File: src/logic/viq_pkg.sv
// shared constants for the vectored interrupt command and status registers
package viq_pkg;

    // ------------------------------------------------------------------
    // geometry
    // ------------------------------------------------------------------
    localparam int          NUM_SOURCES      = 32;
    localparam int          ID_WIDTH         = 5;
    localparam int          ADDR_WIDTH       = 12;
    localparam int          DATA_WIDTH       = 32;

    // ------------------------------------------------------------------
    // register byte offsets
    // ------------------------------------------------------------------
    localparam logic [11:0] NORMAL_VECTOR_READ_OFS      = 12'h100;
    localparam logic [11:0] FAST_VECTOR_READ_OFS        = 12'h104;
    localparam logic [11:0] CURRENT_ID_OFS              = 12'h108;
    localparam logic [11:0] PENDING_STATUS_OFS          = 12'h10c;
    localparam logic [11:0] MASK_STATUS_OFS             = 12'h110;
    localparam logic [11:0] CORE_LINE_STATUS_OFS        = 12'h114;
    localparam logic [11:0] SOURCE_ENABLE_COMMAND_OFS   = 12'h120;
    localparam logic [11:0] SOURCE_DISABLE_COMMAND_OFS  = 12'h124;
    localparam logic [11:0] PENDING_CLEAR_COMMAND_OFS   = 12'h128;
    localparam logic [11:0] PENDING_SET_COMMAND_OFS     = 12'h12c;
    localparam logic [11:0] END_OF_SERVICE_COMMAND_OFS  = 12'h130;
    localparam logic [11:0] SPURIOUS_HANDLER_VECTOR_OFS = 12'h134;
    localparam logic [11:0] DEBUG_CONTROL_OFS           = 12'h138;

    // ------------------------------------------------------------------
    // field positions
    // ------------------------------------------------------------------
    localparam int          FAST_SOURCE_BIT    = 0;
    localparam int          SYSTEM_SOURCE_BIT  = 1;
    localparam int          FAST_LINE_STATE    = 0;
    localparam int          NORMAL_LINE_STATE  = 1;
    localparam int          PROTECTION_ENABLE  = 0;
    localparam int          GLOBAL_LINE_MASK   = 1;
    localparam int          VECTOR_STEP_SHIFT  = 2;

    // ------------------------------------------------------------------
    // reset values
    // ------------------------------------------------------------------
    localparam logic [31:0] SPURIOUS_VECTOR_RESET = 32'h0000_0000;
    localparam logic [1:0]  DEBUG_CONTROL_RESET   = 2'h0;
    localparam logic [31:0] ENABLE_RESET          = 32'h0000_0000;
    localparam logic [31:0] PENDING_RESET         = 32'h0000_0000;
    localparam logic [31:0] VECTOR_BASE_DEFAULT   = 32'h0000_1000;

    // ------------------------------------------------------------------
    // bus responses
    // ------------------------------------------------------------------
    localparam logic [1:0]  RESP_OKAY   = 2'h0;
    localparam logic [1:0]  RESP_SLVERR = 2'h2;

endpackage : viq_pkg

File: src/logic/viq_arbiter.sv
// picks the lowest-numbered enabled pending normal source
`timescale 1ns/1ps
module viq_arbiter #(
    parameter int N  = 32,
    parameter int IW = 5
) (
    input  wire logic [N-1:0]  req,
    output logic               valid,
    output logic [IW-1:0]      id
);

    // ------------------------------------------------------------------
    // fixed priority scan, bit 0 is the fast source and never competes
    // ------------------------------------------------------------------
    always_comb begin
        valid = 1'b0;
        id    = '0;
        for (int i = N - 1; i >= 1; i--) begin
            if (req[i]) begin
                valid = 1'b1;
                id    = IW'(i);
            end
        end
    end

endmodule // viq_arbiter

File: src/logic/viq_regs.sv
// command, status and debug registers of the vectored interrupt unit
//
// Function
// - mask status bit reads source enabled
// - line status bit0 shows fast line active
// - line status bit1 shows normal line active
// - enable command ones enable sources
// - disable command ones disable sources
// - clear command ones clear pending
// - set command ones force pending
// - any end-of-service write signals completion
// - spurious vector returned when nothing current
// - debug bit0 turns protection mode on
// - debug bit1 zero drives lines normally
// - debug bit1 one holds lines inactive
// - pending status bit reads source pending
//
// Added by the designer: the AXI4-Lite slave port and the register offsets.
`timescale 1ns/1ps
module viq_regs #(
    parameter int          NSRC        = viq_pkg::NUM_SOURCES,
    parameter logic [31:0] VECTOR_BASE = viq_pkg::VECTOR_BASE_DEFAULT
) (
    input  wire logic                  SYS_CLK,
    input  wire logic                  RESET_N,
    input  wire logic [NSRC-1:0]       SOURCE_IN,
    output logic                       FAST_REQUEST_LINE_N,
    output logic                       NORMAL_REQUEST_LINE_N,
    input  wire logic [11:0]           S_AXI_AWADDR,
    input  wire logic                  S_AXI_AWVALID,
    output logic                       S_AXI_AWREADY,
    input  wire logic [31:0]           S_AXI_WDATA,
    input  wire logic [3:0]            S_AXI_WSTRB,
    input  wire logic                  S_AXI_WVALID,
    output logic                       S_AXI_WREADY,
    output logic [1:0]                 S_AXI_BRESP,
    output logic                       S_AXI_BVALID,
    input  wire logic                  S_AXI_BREADY,
    input  wire logic [11:0]           S_AXI_ARADDR,
    input  wire logic                  S_AXI_ARVALID,
    output logic                       S_AXI_ARREADY,
    output logic [31:0]                S_AXI_RDATA,
    output logic [1:0]                 S_AXI_RRESP,
    output logic                       S_AXI_RVALID,
    input  wire logic                  S_AXI_RREADY
);

    // ------------------------------------------------------------------
    // helpers
    // ------------------------------------------------------------------
    function automatic logic [31:0] lane_mask(input logic [3:0] strb);
        return {{8{strb[3]}}, {8{strb[2]}}, {8{strb[1]}}, {8{strb[0]}}};
    endfunction

    function automatic logic is_mapped(input logic [11:0] a);
        logic hit;
        hit = 1'b0;
        if (a == viq_pkg::NORMAL_VECTOR_READ_OFS) begin
            hit = 1'b1;
        end else if (a >= viq_pkg::FAST_VECTOR_READ_OFS
                     && a <= viq_pkg::CORE_LINE_STATUS_OFS && a[1:0] == 2'h0) begin
            hit = 1'b1;
        end else if (a >= viq_pkg::SOURCE_ENABLE_COMMAND_OFS
                     && a <= viq_pkg::DEBUG_CONTROL_OFS && a[1:0] == 2'h0) begin
            hit = 1'b1;
        end
        return hit;
    endfunction

    // ------------------------------------------------------------------
    // state
    // ------------------------------------------------------------------
    logic [NSRC-1:0]                   enable;
    logic [NSRC-1:0]                   pending;
    logic [31:0]                       spurious_vector_value;
    logic                              protection_enable;
    logic                              global_line_mask;
    logic                              in_service;
    logic [viq_pkg::ID_WIDTH-1:0]      current_id;
    logic [11:0]                       aw_addr;
    logic [31:0]                       w_data;
    logic [3:0]                        w_strb;

    logic                              arb_valid;
    logic [viq_pkg::ID_WIDTH-1:0]      arb_id;
    logic                              aw_fire;
    logic                              w_fire;
    logic                              ar_fire;
    logic                              wr_do;
    logic [31:0]                       wr_bits;
    logic                              ack;
    logic                              eos;
    logic                              fast_active;
    logic [NSRC-1:0]                   cmd_enable;
    logic [NSRC-1:0]                   cmd_disable;
    logic [NSRC-1:0]                   cmd_clear;
    logic [NSRC-1:0]                   cmd_set;
    logic [NSRC-1:0]                   ack_clear;
    logic [NSRC-1:0]                   next_pending;
    logic [NSRC-1:0]                   next_enable;
    logic [31:0]                       next_rdata;

    assign aw_fire = S_AXI_AWVALID && S_AXI_AWREADY;
    assign w_fire  = S_AXI_WVALID && S_AXI_WREADY;
    assign ar_fire = S_AXI_ARVALID && S_AXI_ARREADY;
    // both halves held and no response outstanding
    assign wr_do   = !S_AXI_AWREADY && !S_AXI_WREADY && !S_AXI_BVALID;
    assign wr_bits = w_data & lane_mask(w_strb);

    viq_arbiter #(
        .N  (NSRC),
        .IW (viq_pkg::ID_WIDTH)
    ) u_arbiter (
        .req   (pending & enable),
        .valid (arb_valid),
        .id    (arb_id)
    );

    // ------------------------------------------------------------------
    // command decode
    // ------------------------------------------------------------------
    always_comb begin
        cmd_enable  = '0;
        cmd_disable = '0;
        cmd_clear   = '0;
        cmd_set     = '0;
        eos         = 1'b0;
        if (wr_do) begin
            if (aw_addr == viq_pkg::SOURCE_ENABLE_COMMAND_OFS) begin
                cmd_enable = wr_bits[NSRC-1:0];
            end else if (aw_addr == viq_pkg::SOURCE_DISABLE_COMMAND_OFS) begin
                cmd_disable = wr_bits[NSRC-1:0];
            end else if (aw_addr == viq_pkg::PENDING_CLEAR_COMMAND_OFS) begin
                cmd_clear = wr_bits[NSRC-1:0];
            end else if (aw_addr == viq_pkg::PENDING_SET_COMMAND_OFS) begin
                cmd_set = wr_bits[NSRC-1:0];
            end else if (aw_addr == viq_pkg::END_OF_SERVICE_COMMAND_OFS) begin
                eos = 1'b1;
            end
        end
    end

    // protected mode moves the acknowledge from the vector read to a write,
    // so a debugger peeking at the vector does not disturb the sequence
    assign ack = arb_valid && !in_service
                 && ((ar_fire && !protection_enable
                      && S_AXI_ARADDR == viq_pkg::NORMAL_VECTOR_READ_OFS)
                     || (wr_do && protection_enable
                         && aw_addr == viq_pkg::NORMAL_VECTOR_READ_OFS));

    always_comb begin
        ack_clear = '0;
        if (ack) begin
            ack_clear[arb_id] = 1'b1;
        end
    end

    // set and live source win over a clear in the same cycle
    assign next_pending = (pending & ~cmd_clear & ~ack_clear)
                          | SOURCE_IN | cmd_set;
    assign next_enable  = (enable | cmd_enable) & ~cmd_disable;

    // ------------------------------------------------------------------
    // source state
    // ------------------------------------------------------------------
    always_ff @(posedge SYS_CLK or negedge RESET_N) begin
        if (!RESET_N) begin
            pending <= viq_pkg::PENDING_RESET;
            enable  <= viq_pkg::ENABLE_RESET;
        end else begin
            pending <= next_pending;
            enable  <= next_enable;
        end
    end

    // ------------------------------------------------------------------
    // service level
    // ------------------------------------------------------------------
    always_ff @(posedge SYS_CLK or negedge RESET_N) begin
        if (!RESET_N) begin
            in_service <= 1'b0;
            current_id <= '0;
        end else if (ack) begin
            in_service <= 1'b1;
            current_id <= arb_id;
        end else if (eos) begin
            in_service <= 1'b0;
            current_id <= '0;
        end
    end

    // ------------------------------------------------------------------
    // software written configuration
    // ------------------------------------------------------------------
    always_ff @(posedge SYS_CLK or negedge RESET_N) begin
        if (!RESET_N) begin
            spurious_vector_value <= viq_pkg::SPURIOUS_VECTOR_RESET;
            protection_enable     <= viq_pkg::DEBUG_CONTROL_RESET[viq_pkg::PROTECTION_ENABLE];
            global_line_mask      <= viq_pkg::DEBUG_CONTROL_RESET[viq_pkg::GLOBAL_LINE_MASK];
        end else if (wr_do) begin
            if (aw_addr == viq_pkg::SPURIOUS_HANDLER_VECTOR_OFS) begin
                spurious_vector_value <= (spurious_vector_value & ~lane_mask(w_strb))
                                         | wr_bits;
            end else if (aw_addr == viq_pkg::DEBUG_CONTROL_OFS && w_strb[0]) begin
                protection_enable <= w_data[viq_pkg::PROTECTION_ENABLE];
                global_line_mask  <= w_data[viq_pkg::GLOBAL_LINE_MASK];
            end
        end
    end

    // ------------------------------------------------------------------
    // request lines toward the core, active low
    // ------------------------------------------------------------------
    assign fast_active = pending[viq_pkg::FAST_SOURCE_BIT] && enable[viq_pkg::FAST_SOURCE_BIT];

    always_ff @(posedge SYS_CLK or negedge RESET_N) begin
        if (!RESET_N) begin
            FAST_REQUEST_LINE_N   <= 1'b1;
            NORMAL_REQUEST_LINE_N <= 1'b1;
        end else if (global_line_mask) begin
            FAST_REQUEST_LINE_N   <= 1'b1;
            NORMAL_REQUEST_LINE_N <= 1'b1;
        end else begin
            FAST_REQUEST_LINE_N   <= !fast_active;
            NORMAL_REQUEST_LINE_N <= !(arb_valid && !in_service && !ack);
        end
    end

    // ------------------------------------------------------------------
    // read data
    // ------------------------------------------------------------------
    always_comb begin
        next_rdata = 32'h0000_0000;
        if (S_AXI_ARADDR == viq_pkg::NORMAL_VECTOR_READ_OFS) begin
            if (in_service) begin
                next_rdata = VECTOR_BASE
                             + (32'(current_id) << viq_pkg::VECTOR_STEP_SHIFT);
            end else if (arb_valid) begin
                next_rdata = VECTOR_BASE + (32'(arb_id) << viq_pkg::VECTOR_STEP_SHIFT);
            end else begin
                next_rdata = spurious_vector_value;
            end
        end else if (S_AXI_ARADDR == viq_pkg::FAST_VECTOR_READ_OFS) begin
            next_rdata = fast_active ? VECTOR_BASE : spurious_vector_value;
        end else if (S_AXI_ARADDR == viq_pkg::CURRENT_ID_OFS) begin
            next_rdata = 32'(current_id);
        end else if (S_AXI_ARADDR == viq_pkg::PENDING_STATUS_OFS) begin
            next_rdata = 32'(pending);
        end else if (S_AXI_ARADDR == viq_pkg::MASK_STATUS_OFS) begin
            next_rdata = 32'(enable);
        end else if (S_AXI_ARADDR == viq_pkg::CORE_LINE_STATUS_OFS) begin
            next_rdata[viq_pkg::FAST_LINE_STATE]   = !FAST_REQUEST_LINE_N;
            next_rdata[viq_pkg::NORMAL_LINE_STATE] = !NORMAL_REQUEST_LINE_N;
        end else if (S_AXI_ARADDR == viq_pkg::SPURIOUS_HANDLER_VECTOR_OFS) begin
            next_rdata = spurious_vector_value;
        end else if (S_AXI_ARADDR == viq_pkg::DEBUG_CONTROL_OFS) begin
            next_rdata[viq_pkg::PROTECTION_ENABLE] = protection_enable;
            next_rdata[viq_pkg::GLOBAL_LINE_MASK]  = global_line_mask;
        end
    end

    // ------------------------------------------------------------------
    // write channels: address and data taken in either order
    // ------------------------------------------------------------------
    always_ff @(posedge SYS_CLK or negedge RESET_N) begin
        if (!RESET_N) begin
            S_AXI_AWREADY <= 1'b1;
            aw_addr       <= '0;
        end else if (aw_fire) begin
            S_AXI_AWREADY <= 1'b0;
            aw_addr       <= S_AXI_AWADDR;
        end else if (wr_do) begin
            S_AXI_AWREADY <= 1'b1;
        end
    end

    always_ff @(posedge SYS_CLK or negedge RESET_N) begin
        if (!RESET_N) begin
            S_AXI_WREADY <= 1'b1;
            w_data       <= '0;
            w_strb       <= '0;
        end else if (w_fire) begin
            S_AXI_WREADY <= 1'b0;
            w_data       <= S_AXI_WDATA;
            w_strb       <= S_AXI_WSTRB;
        end else if (wr_do) begin
            S_AXI_WREADY <= 1'b1;
        end
    end

    always_ff @(posedge SYS_CLK or negedge RESET_N) begin
        if (!RESET_N) begin
            S_AXI_BVALID <= 1'b0;
            S_AXI_BRESP  <= viq_pkg::RESP_OKAY;
        end else if (wr_do) begin
            S_AXI_BVALID <= 1'b1;
            S_AXI_BRESP  <= is_mapped(aw_addr) ? viq_pkg::RESP_OKAY : viq_pkg::RESP_SLVERR;
        end else if (S_AXI_BVALID && S_AXI_BREADY) begin
            S_AXI_BVALID <= 1'b0;
        end
    end

    // ------------------------------------------------------------------
    // read channel: one read at a time, data one edge after the address
    // ------------------------------------------------------------------
    always_ff @(posedge SYS_CLK or negedge RESET_N) begin
        if (!RESET_N) begin
            S_AXI_ARREADY <= 1'b1;
            S_AXI_RVALID  <= 1'b0;
            S_AXI_RDATA   <= 32'h0000_0000;
            S_AXI_RRESP   <= viq_pkg::RESP_OKAY;
        end else if (ar_fire) begin
            S_AXI_ARREADY <= 1'b0;
            S_AXI_RVALID  <= 1'b1;
            S_AXI_RDATA   <= next_rdata;
            S_AXI_RRESP   <= is_mapped(S_AXI_ARADDR) ? viq_pkg::RESP_OKAY
                                                     : viq_pkg::RESP_SLVERR;
        end else if (S_AXI_RVALID && S_AXI_RREADY) begin
            S_AXI_ARREADY <= 1'b1;
            S_AXI_RVALID  <= 1'b0;
        end
    end

endmodule // viq_regs

File: config.mk
export PLATFORM = sky130hd
export DESIGN_NAME = viq_regs
export DESIGN_NICKNAME = d
export VERILOG_FILES = /design/src/logic/viq_pkg.sv /design/src/logic/viq_arbiter.sv /design/src/logic/viq_regs.sv
export SDC_FILE = /design/constraint.sdc
export NUM_CORES = 1
export LEC_CHECK = 0
export ABC_AREA = 1
export BUFFER_PORTS_ARGS = -buffer_cell sky130_fd_sc_hd__buf_2
export CELL_PAD_IN_SITES_DETAIL_PLACEMENT = 1
export CELL_PAD_IN_SITES_GLOBAL_PLACEMENT = 2
export CORE_AREA = 2 2 178 215
export CTS_CLUSTER_DIAMETER = 100
export DETAILED_ROUTE_END_ITERATION = 12
export DIE_AREA = 0 0 180 217
export GPL_TIMING_DRIVEN = 0
export PLACE_DENSITY_LB_ADDON = 0.1
export SLEW_MARGIN = 5
export SYNTH_ARGS = -nofsm -noshare
export SYNTH_HDL_FRONTEND = slang
export SYNTH_HIERARCHICAL = 1
export SYNTH_SLANG_ARGS = --single-unit
File: constraint.sdc
create_clock -name SYS_CLK -period 3.17 [get_ports SYS_CLK]
set_input_delay 0.1585 -clock SYS_CLK [delete_from_list [all_inputs] [get_ports SYS_CLK]]
set_output_delay 0.1585 -clock SYS_CLK [all_outputs]
set_load 0.1 [all_outputs]
==> results.sh, run 1 <==
export IMPL_status="complete, no violations"
export IMPL_viasPerCell=4.95
export IMPL_power_density_nw_per_um2=561
export IMPL_r2r_start="pending[27]$_DFF_PN0_"
export IMPL_syn_inst=1483
export IMPL_synthMuxAreaShare_pct=3.29
export IMPL_max_slew_margin_rel_pct=39.1
export IMPL_cts_tree="yes"
export IMPL_p_switching_uw=3190
export IMPL_max_stage_delay_ps=470
export IMPL_slew_viol_final=0
export IMPL_dr_total_vias=11000
export IMPL_worst_path_max_fanout=10
export IMPL_yosys_top_cells_count="nand2_1 (402), dfrtp_1 (188), inv_1 (185), nand3_1 (147), o21ai_0 (125)"
export IMPL_gp_congestion=0.867
export IMPL_crit_slowest_cell="dfrtp_2"
export IMPL_setup_viol=0
export IMPL_pin_count=142
export IMPL_path_buf_inv=3
export IMPL_n_antenna_cell=0
export IMPL_worstSetupStartpoint="pending[27]$_DFF_PN0_"
export IMPL_worstMarginPinSlew_ps=906
export IMPL_postSynth_asyncResetShare_pct=100
export IMPL_synth_xor_area_share_pct=0
export IMPL_clk_pin_slew_worst_paths_ps=80
export IMPL_critPathCaptureType="flop"
export IMPL_cts_made_buffers=17
export IMPL_crit_family="simple AND/OR/NAND/NOR gates"
export IMPL_grt_ovfl_total=0
export IMPL_wl_mm=46.6
export IMPL_core_rowCount=78
export IMPL_ant_nets=0
export IMPL_synth_compound_area_share_pct=12.4
export IMPL_synth_edff_count=0
export IMPL_maxCapViolations=0
export IMPL_fin_util_pct=37.7
export IMPL_drtIter0Drc=561
export IMPL_swShare_pct=40.6
export IMPL_synth_seq_cells=193
export IMPL_p_seq_share_pct=38.8
export IMPL_internal_power_uw=4670
export IMPL_grt_pass1_wl_mm=72.0
export IMPL_core_area_um2=37200
export IMPL_cts_buffer_depth=2
export IMPL_nNetsFinal=1835
export IMPL_peakVddDrop_v=0.000900
export IMPL_netlist_area_leader_share_pct=42.9
export IMPL_firstDrtPassIters=5
export IMPL_critical_path_required_ps=3560
export IMPL_rrSetupSlack_ps=30
export IMPL_syn_area_um2=11000
export IMPL_area_growth_pct=27.9
export IMPL_hp_start="S_AXI_ARADDR[0]"
export IMPL_die_h_um=217
export IMPL_cpMostUsedCell="nand2_1"
export IMPL_synth_top_area_cell="dfrtp_1"
export IMPL_startpoint_type="flop"
export IMPL_dieArea_um2=39100
export IMPL_post_drt_wl_per_cell_um=20.9
export IMPL_insertion_delay_ps=460
export IMPL_drc=0
export IMPL_synth_avg_cell_area_um2=7.39
export IMPL_layout_min_cycle_time_ps=3140
export IMPL_start_util_pct=29.5
export IMPL_fin_crit_sh_pct=99.1
export IMPL_grt_usage_pct=24.3
export IMPL_grt_max_degree=103
export IMPL_synth_area_top_cells="dfrtp_1 (43%), nand2_1 (14%), nand3_1 (6.7%)"
export IMPL_grt_pass1_vias=11800
export IMPL_hold_viol=0
export IMPL_tns_ps=0
export IMPL_yosysMostFrequentCell="nand2_1"
export IMPL_die_w_um=180
export IMPL_synth_adder_area_share_pct=0
export IMPL_leakage_uw=0.00673
export IMPL_antenna_found_initial=0
export IMPL_io_buffers=139
export IMPL_fillers=4643
export IMPL_finClkSkew_ps=17.0
export IMPL_drive_gt1_share_pct=17.0
export IMPL_synth_seq_area_share_pct=44.1
export IMPL_ys_dominant_reg_cell="dfrtp_1"
export IMPL_synth_simple_area_share_pct=30.3
export IMPL_ys_types=40
export IMPL_synth_top_family_by_area="simple AND/OR/NAND/NOR gates"
export IMPL_crit_chain="nand2_1 > inv_1 > nor4_2 > nand2_1 > nor3_1 > nand3_1 > nand2_1 > clkinv_1 > clkbuf_1 > nand3_1 > nand2_1 > nand3b_1"
export IMPL_worstPathArrival_ps=3530
export IMPL_clkPwrFrac_pct=28.7
export IMPL_combPwrFrac_pct=32.6
export IMPL_worstSetupPathType="flop to flop"
export IMPL_cts_sinks=193
export IMPL_min_path_type="input pin to flop"
export IMPL_cts_root_buf="clkbuf_16"
export IMPL_hpwl_mm=34.8
export IMPL_htreeDepth=4
export IMPL_rsz0062_at_grt="yes"
export IMPL_fmax_mhz=318
export IMPL_synth_warnings=6
-- worst paths after layout --
| kind | end | cells past startpoint |
|---|---|---|
| max | pending[25]$_DFF_PN0_ | 12 |
| min | S_AXI_RRESP[1]$_DFFE_PN0N_ | 5 |
| max reg2reg | pending[25]$_DFF_PN0_ | 12 |
| min reg2reg | S_AXI_RDATA[4]$_DFFE_PN0N_ | 2 |
| max in group asynchronous | enable[16]$_DFF_PN0_ | 4 |
| min in group asynchronous | async pin | 3 |
-- stage by stage --
stage | hold slack (ps) | setup WS (ps) | std cells | power [uW] | area (um^2)
4_1_cts | 239 | -92.6 | 2223 | 7950 | 13800
3_3_place_gp | 318 | -1760 | 2103 | 5530 | 12300
3_5_place_dp | 227 | -262 | 2105 | 5580 | 12300
5_1_grt | 307 | -271 | 2229 | 8330 | 14000
2_1_floorplan | -137 | 735 | 1484 | 4640 | 11000
6_report | 256 | 29.3 | 2229 | 7870 | 14000
-- cell type report --
| class | instances | area [um^2] | share of cell area (%) |
|---|---|---|---|
| Clock buffer | 20 | 437 | 3.11 |
| Timing Repair Buffer | 233 | 1660 | 11.9 |
| Multi-Input combinational cell | 1027 | 5250 | 37.5 |
| Tap cell | 480 | 601 | 4.28 |
| Inverter | 198 | 778 | 5.55 |
| Sequential cell | 193 | 4840 | 34.5 |
| Buffer | 66 | 302 | 2.15 |
| Clock inverter | 12 | 145 | 1.04 |
-- power groups by stage --
stage	Sequential [uW]	Combinational, uW	Clock, uW
2_1_floorplan	3370	1270	0
3_3_place_gp	3090	2440	0
3_5_place_dp	3100	2480	0
4_1_cts	3050	2570	2330
5_1_grt	3110	2810	2410
6_report	3050	2560	2250
-- cells by family (layout without fill, tap and decap cells) --
group | count (synthesis) | in the layout
AO/OA/AOI/OAI | 238 | 238
AND/OR/NAND/NOR | 755 | 755
buffers and inverters | 264 | 529
other | 1 | 2
flip-flops | 193 | 193
multiplexers | 32 | 32
-- worst min-delay path, stage by stage --
cell	delay, ps
buf_2	80
nor2_2	60
inv_1	130
o21ai_0	150
nand2_1	90
-- layout by cell type (no fill, tap or decap), drive strengths merged --
cell,synthesis,final
a311oi,1,1
conb,1,2
a31oi,4,4
nand3b,33,33
nand2,405,405
nand3,148,148
mux2,32,32
dfrtp,188,188
nor2,116,116
clkbuf,48,68
inv,194,201
dlygate4sd3,0,85
or2,3,3
o22ai,8,8
o31ai,33,33
nand4,33,33
bufinv,2,4
and3,1,1
a21oi,46,46
nor3,14,14
clkinv,2,4
a41oi,1,1
o211ai,1,1
o21bai,1,1
dfstp,5,5
clkinvlp,0,1
nor4,2,2
a22oi,16,16
buf,18,166
o21ai,127,127
-- what timing repair did --
item	CTS	global route
cloned	0	0
hold endpoints to repair	181	0
setup endpoints to repair	41	58
pin swaps	0	17
setup buffers	1	6
gates resized for setup	10	48
hold buffers	85	0
-- layer usage --
layer / wire [um] / GRT usage (%) / vias to the layer above
met3: 1360 / 2.56 / 31
met1: 21400 / 32.2 / 5436
met5: 0 / 0 / -
met4: 733 / 5.58 / 0
li1: - / - / 5349
met2: 23100 / 42.6 / 207
Note: power is estimated with default switching activity, not from simulation.
==> run 2: changes to the inputs <==
Settings changed: RECOVER_POWER set to 25.
==> results.sh, run 2 (synthesis results as in run 1) <==
export IMPL_max_stage_delay_ps=470
export IMPL_die_h_um=217
export IMPL_antenna_found_initial=0
export IMPL_leakage_uw=0.00672
export IMPL_grt_pass1_vias=11800
export IMPL_violations="max-capacitance violations, max-slew violations"
export IMPL_crit_slowest_cell="dfrtp_2"
export IMPL_cts_tree="yes"
export IMPL_layout_min_cycle_time_ps=3140
export IMPL_cts_root_buf="clkbuf_16"
export IMPL_start_util_pct=29.5
export IMPL_cts_buffer_depth=2
export IMPL_core_rowCount=78
export IMPL_grt_pass1_wl_mm=72.0
export IMPL_crit_cells=12
export IMPL_worstSetupPathType="flop to flop"
export IMPL_firstDrtPassIters=5
export IMPL_gp_congestion=0.867
export IMPL_grt_usage_pct=24.3
export IMPL_drive_gt1_share_pct=16.9
export IMPL_htreeDepth=4
export IMPL_crit_family="simple AND/OR/NAND/NOR gates"
export IMPL_worstPathArrival_ps=3530
export IMPL_drc=0
export IMPL_grt_max_degree=103
export IMPL_final_cell_mix="nand2_1 (395), dfrtp_1 (183), inv_1 (183)"
export IMPL_layout_commonest_cell="nand2_1"
export IMPL_rsz0062_at_grt="yes"
export IMPL_slew_viol_final=102
export IMPL_setup_viol=0
export IMPL_max_slew_margin_rel_pct=-4.18
export IMPL_n_antenna_cell=0
export IMPL_hpwl_mm=34.8
export IMPL_final_cell_area_um2=14000
export IMPL_fin_util_pct=37.6
export IMPL_placed_cell_area_um2=12300
export IMPL_hp_start="S_AXI_ARADDR[0]"
export IMPL_nNetsFinal=1835
export IMPL_placed_cells=2105
export IMPL_clk_pin_slew_worst_paths_ps=80
export IMPL_worstRegToRegCells=12
export IMPL_cts_sinks=193
export IMPL_core_area_um2=37200
export IMPL_critical_path_required_ps=3560
export IMPL_post_drt_wl_per_cell_um=20.9
export IMPL_crit_chain="nand2_1 > inv_1 > nor4_2 > nand2_1 > nor3_1 > nand3_1 > nand2_1 > clkinv_1 > clkbuf_1 > nand3_1 > nand2_1 > nand3b_1"
export IMPL_wl_mm=46.5
export IMPL_critPathCaptureType="flop"
export IMPL_rrSetupSlack_ps=30
export IMPL_ant_nets=0
export IMPL_fillers=4646
export IMPL_pin_count=142
export IMPL_min_path_type="input pin to flop"
export IMPL_peakVddDrop_v=0.000898
export IMPL_p_total_uw=7850
export IMPL_cpMostUsedCell="nand2_1"
export IMPL_io_buffers=139
export IMPL_dr_total_vias=11000
export IMPL_crit_end="pending[25]$_DFF_PN0_"
export IMPL_worstSetupStartpoint="pending[27]$_DFF_PN0_"
export IMPL_power_density_nw_per_um2=561
export IMPL_finClkSkew_ps=13.6
export IMPL_hold_viol=0
export IMPL_startpoint_type="flop"
export IMPL_path_buf_inv=3
export IMPL_die_w_um=180
export IMPL_cts_made_buffers=17
export IMPL_fmax_mhz=318
export IMPL_regArea_um2=4840
export IMPL_fin_crit_sh_pct=99.1
export IMPL_worstMarginPinSlew_ps=1560
export IMPL_multi_input_area_um2=5250
export IMPL_drtIter0Drc=547
export IMPL_area_growth_pct=27.7
export IMPL_dieArea_um2=39100
export IMPL_status="finished, violations left"
export IMPL_worst_path_max_fanout=10
export IMPL_maxCapViolations=1
export IMPL_r2r_start="pending[27]$_DFF_PN0_"
export IMPL_grt_ovfl_total=0
export IMPL_insertion_delay_ps=460
export IMPL_viasPerCell=4.95
export IMPL_stdcell_count=2229
export IMPL_rr_endpoint="pending[25]$_DFF_PN0_"
run 2: area by class of cell:
| cell class | instances | share of cell area, % |
|---|---|---|
| Clock inverter | 12 | 1.04 |
| Sequential cell | 193 | 34.6 |
| Buffer | 66 | 2.15 |
| Inverter | 198 | 5.56 |
| Tap cell | 480 | 4.29 |
| Multi-Input combinational cell | 1027 | 37.5 |
| Timing Repair Buffer | 233 | 11.7 |
| Clock buffer | 20 | 3.12 |
run 2: worst reg2reg max path, delay by kind of cell, from the launching register on:
family                 cells  cell delay (ps)
DFF                        1              470
and+or+nand+nor            9             1820
buffers and inverters      3              810
run 2: what timing repair did:
item	in CTS	in global routing
hold buffers	85	0
endpoints found under the hold margin	181	0
cloned	0	0
resized for setup	10	48
pin swaps	0	17
setup endpoints to repair	41	58
buffers inserted	1	6
run 2: per-layer routing:
metal | GRT usage [%] | vias to the layer above | share of wire (%)
li1 | - | 5353 | -
met1 | 32.2 | 5428 | 46
met2 | 42.6 | 216 | 50
met3 | 2.56 | 31 | 3.1
met4 | 5.58 | 0 | 1.6
met5 | 0 | - | 0
run 2: power breakdown:
group	internal, uW	leakage (uW)	switching, uW
sequential	2830	0.00237	217
clock	1190	0.000283	1070
combinational	652	0.00406	1900
total	4670	0.00672	3180
run 2: worst min-delay path by stage:
stage,endpoint,slack (ps),cells after the start
after floorplan,S_AXI_BRESP[1]$_DFFE_PN0P_,-140,0
after CTS,S_AXI_RDATA[1]$_DFFE_PN0N_,240,8
after detailed placement,async pin,230,2
final,S_AXI_RRESP[1]$_DFFE_PN0N_,250,5
after global routing,S_AXI_RRESP[1]$_DFFE_PN0N_,310,5
after global placement,S_AXI_WREADY$_DFFE_PN1P_,320,2
run 2: per-stage QoR:
step | setup slack (ps) | hold slack, ps | setup TNS [ps]
finish | 28.3 | 254 | 0
global route | -271 | 307 | -7500
CTS | -92.6 | 239 | -800
detailed placement | -262 | 227 | -4330
global placement | -1760 | 318 | -333670
floorplan | 735 | -137 | 0
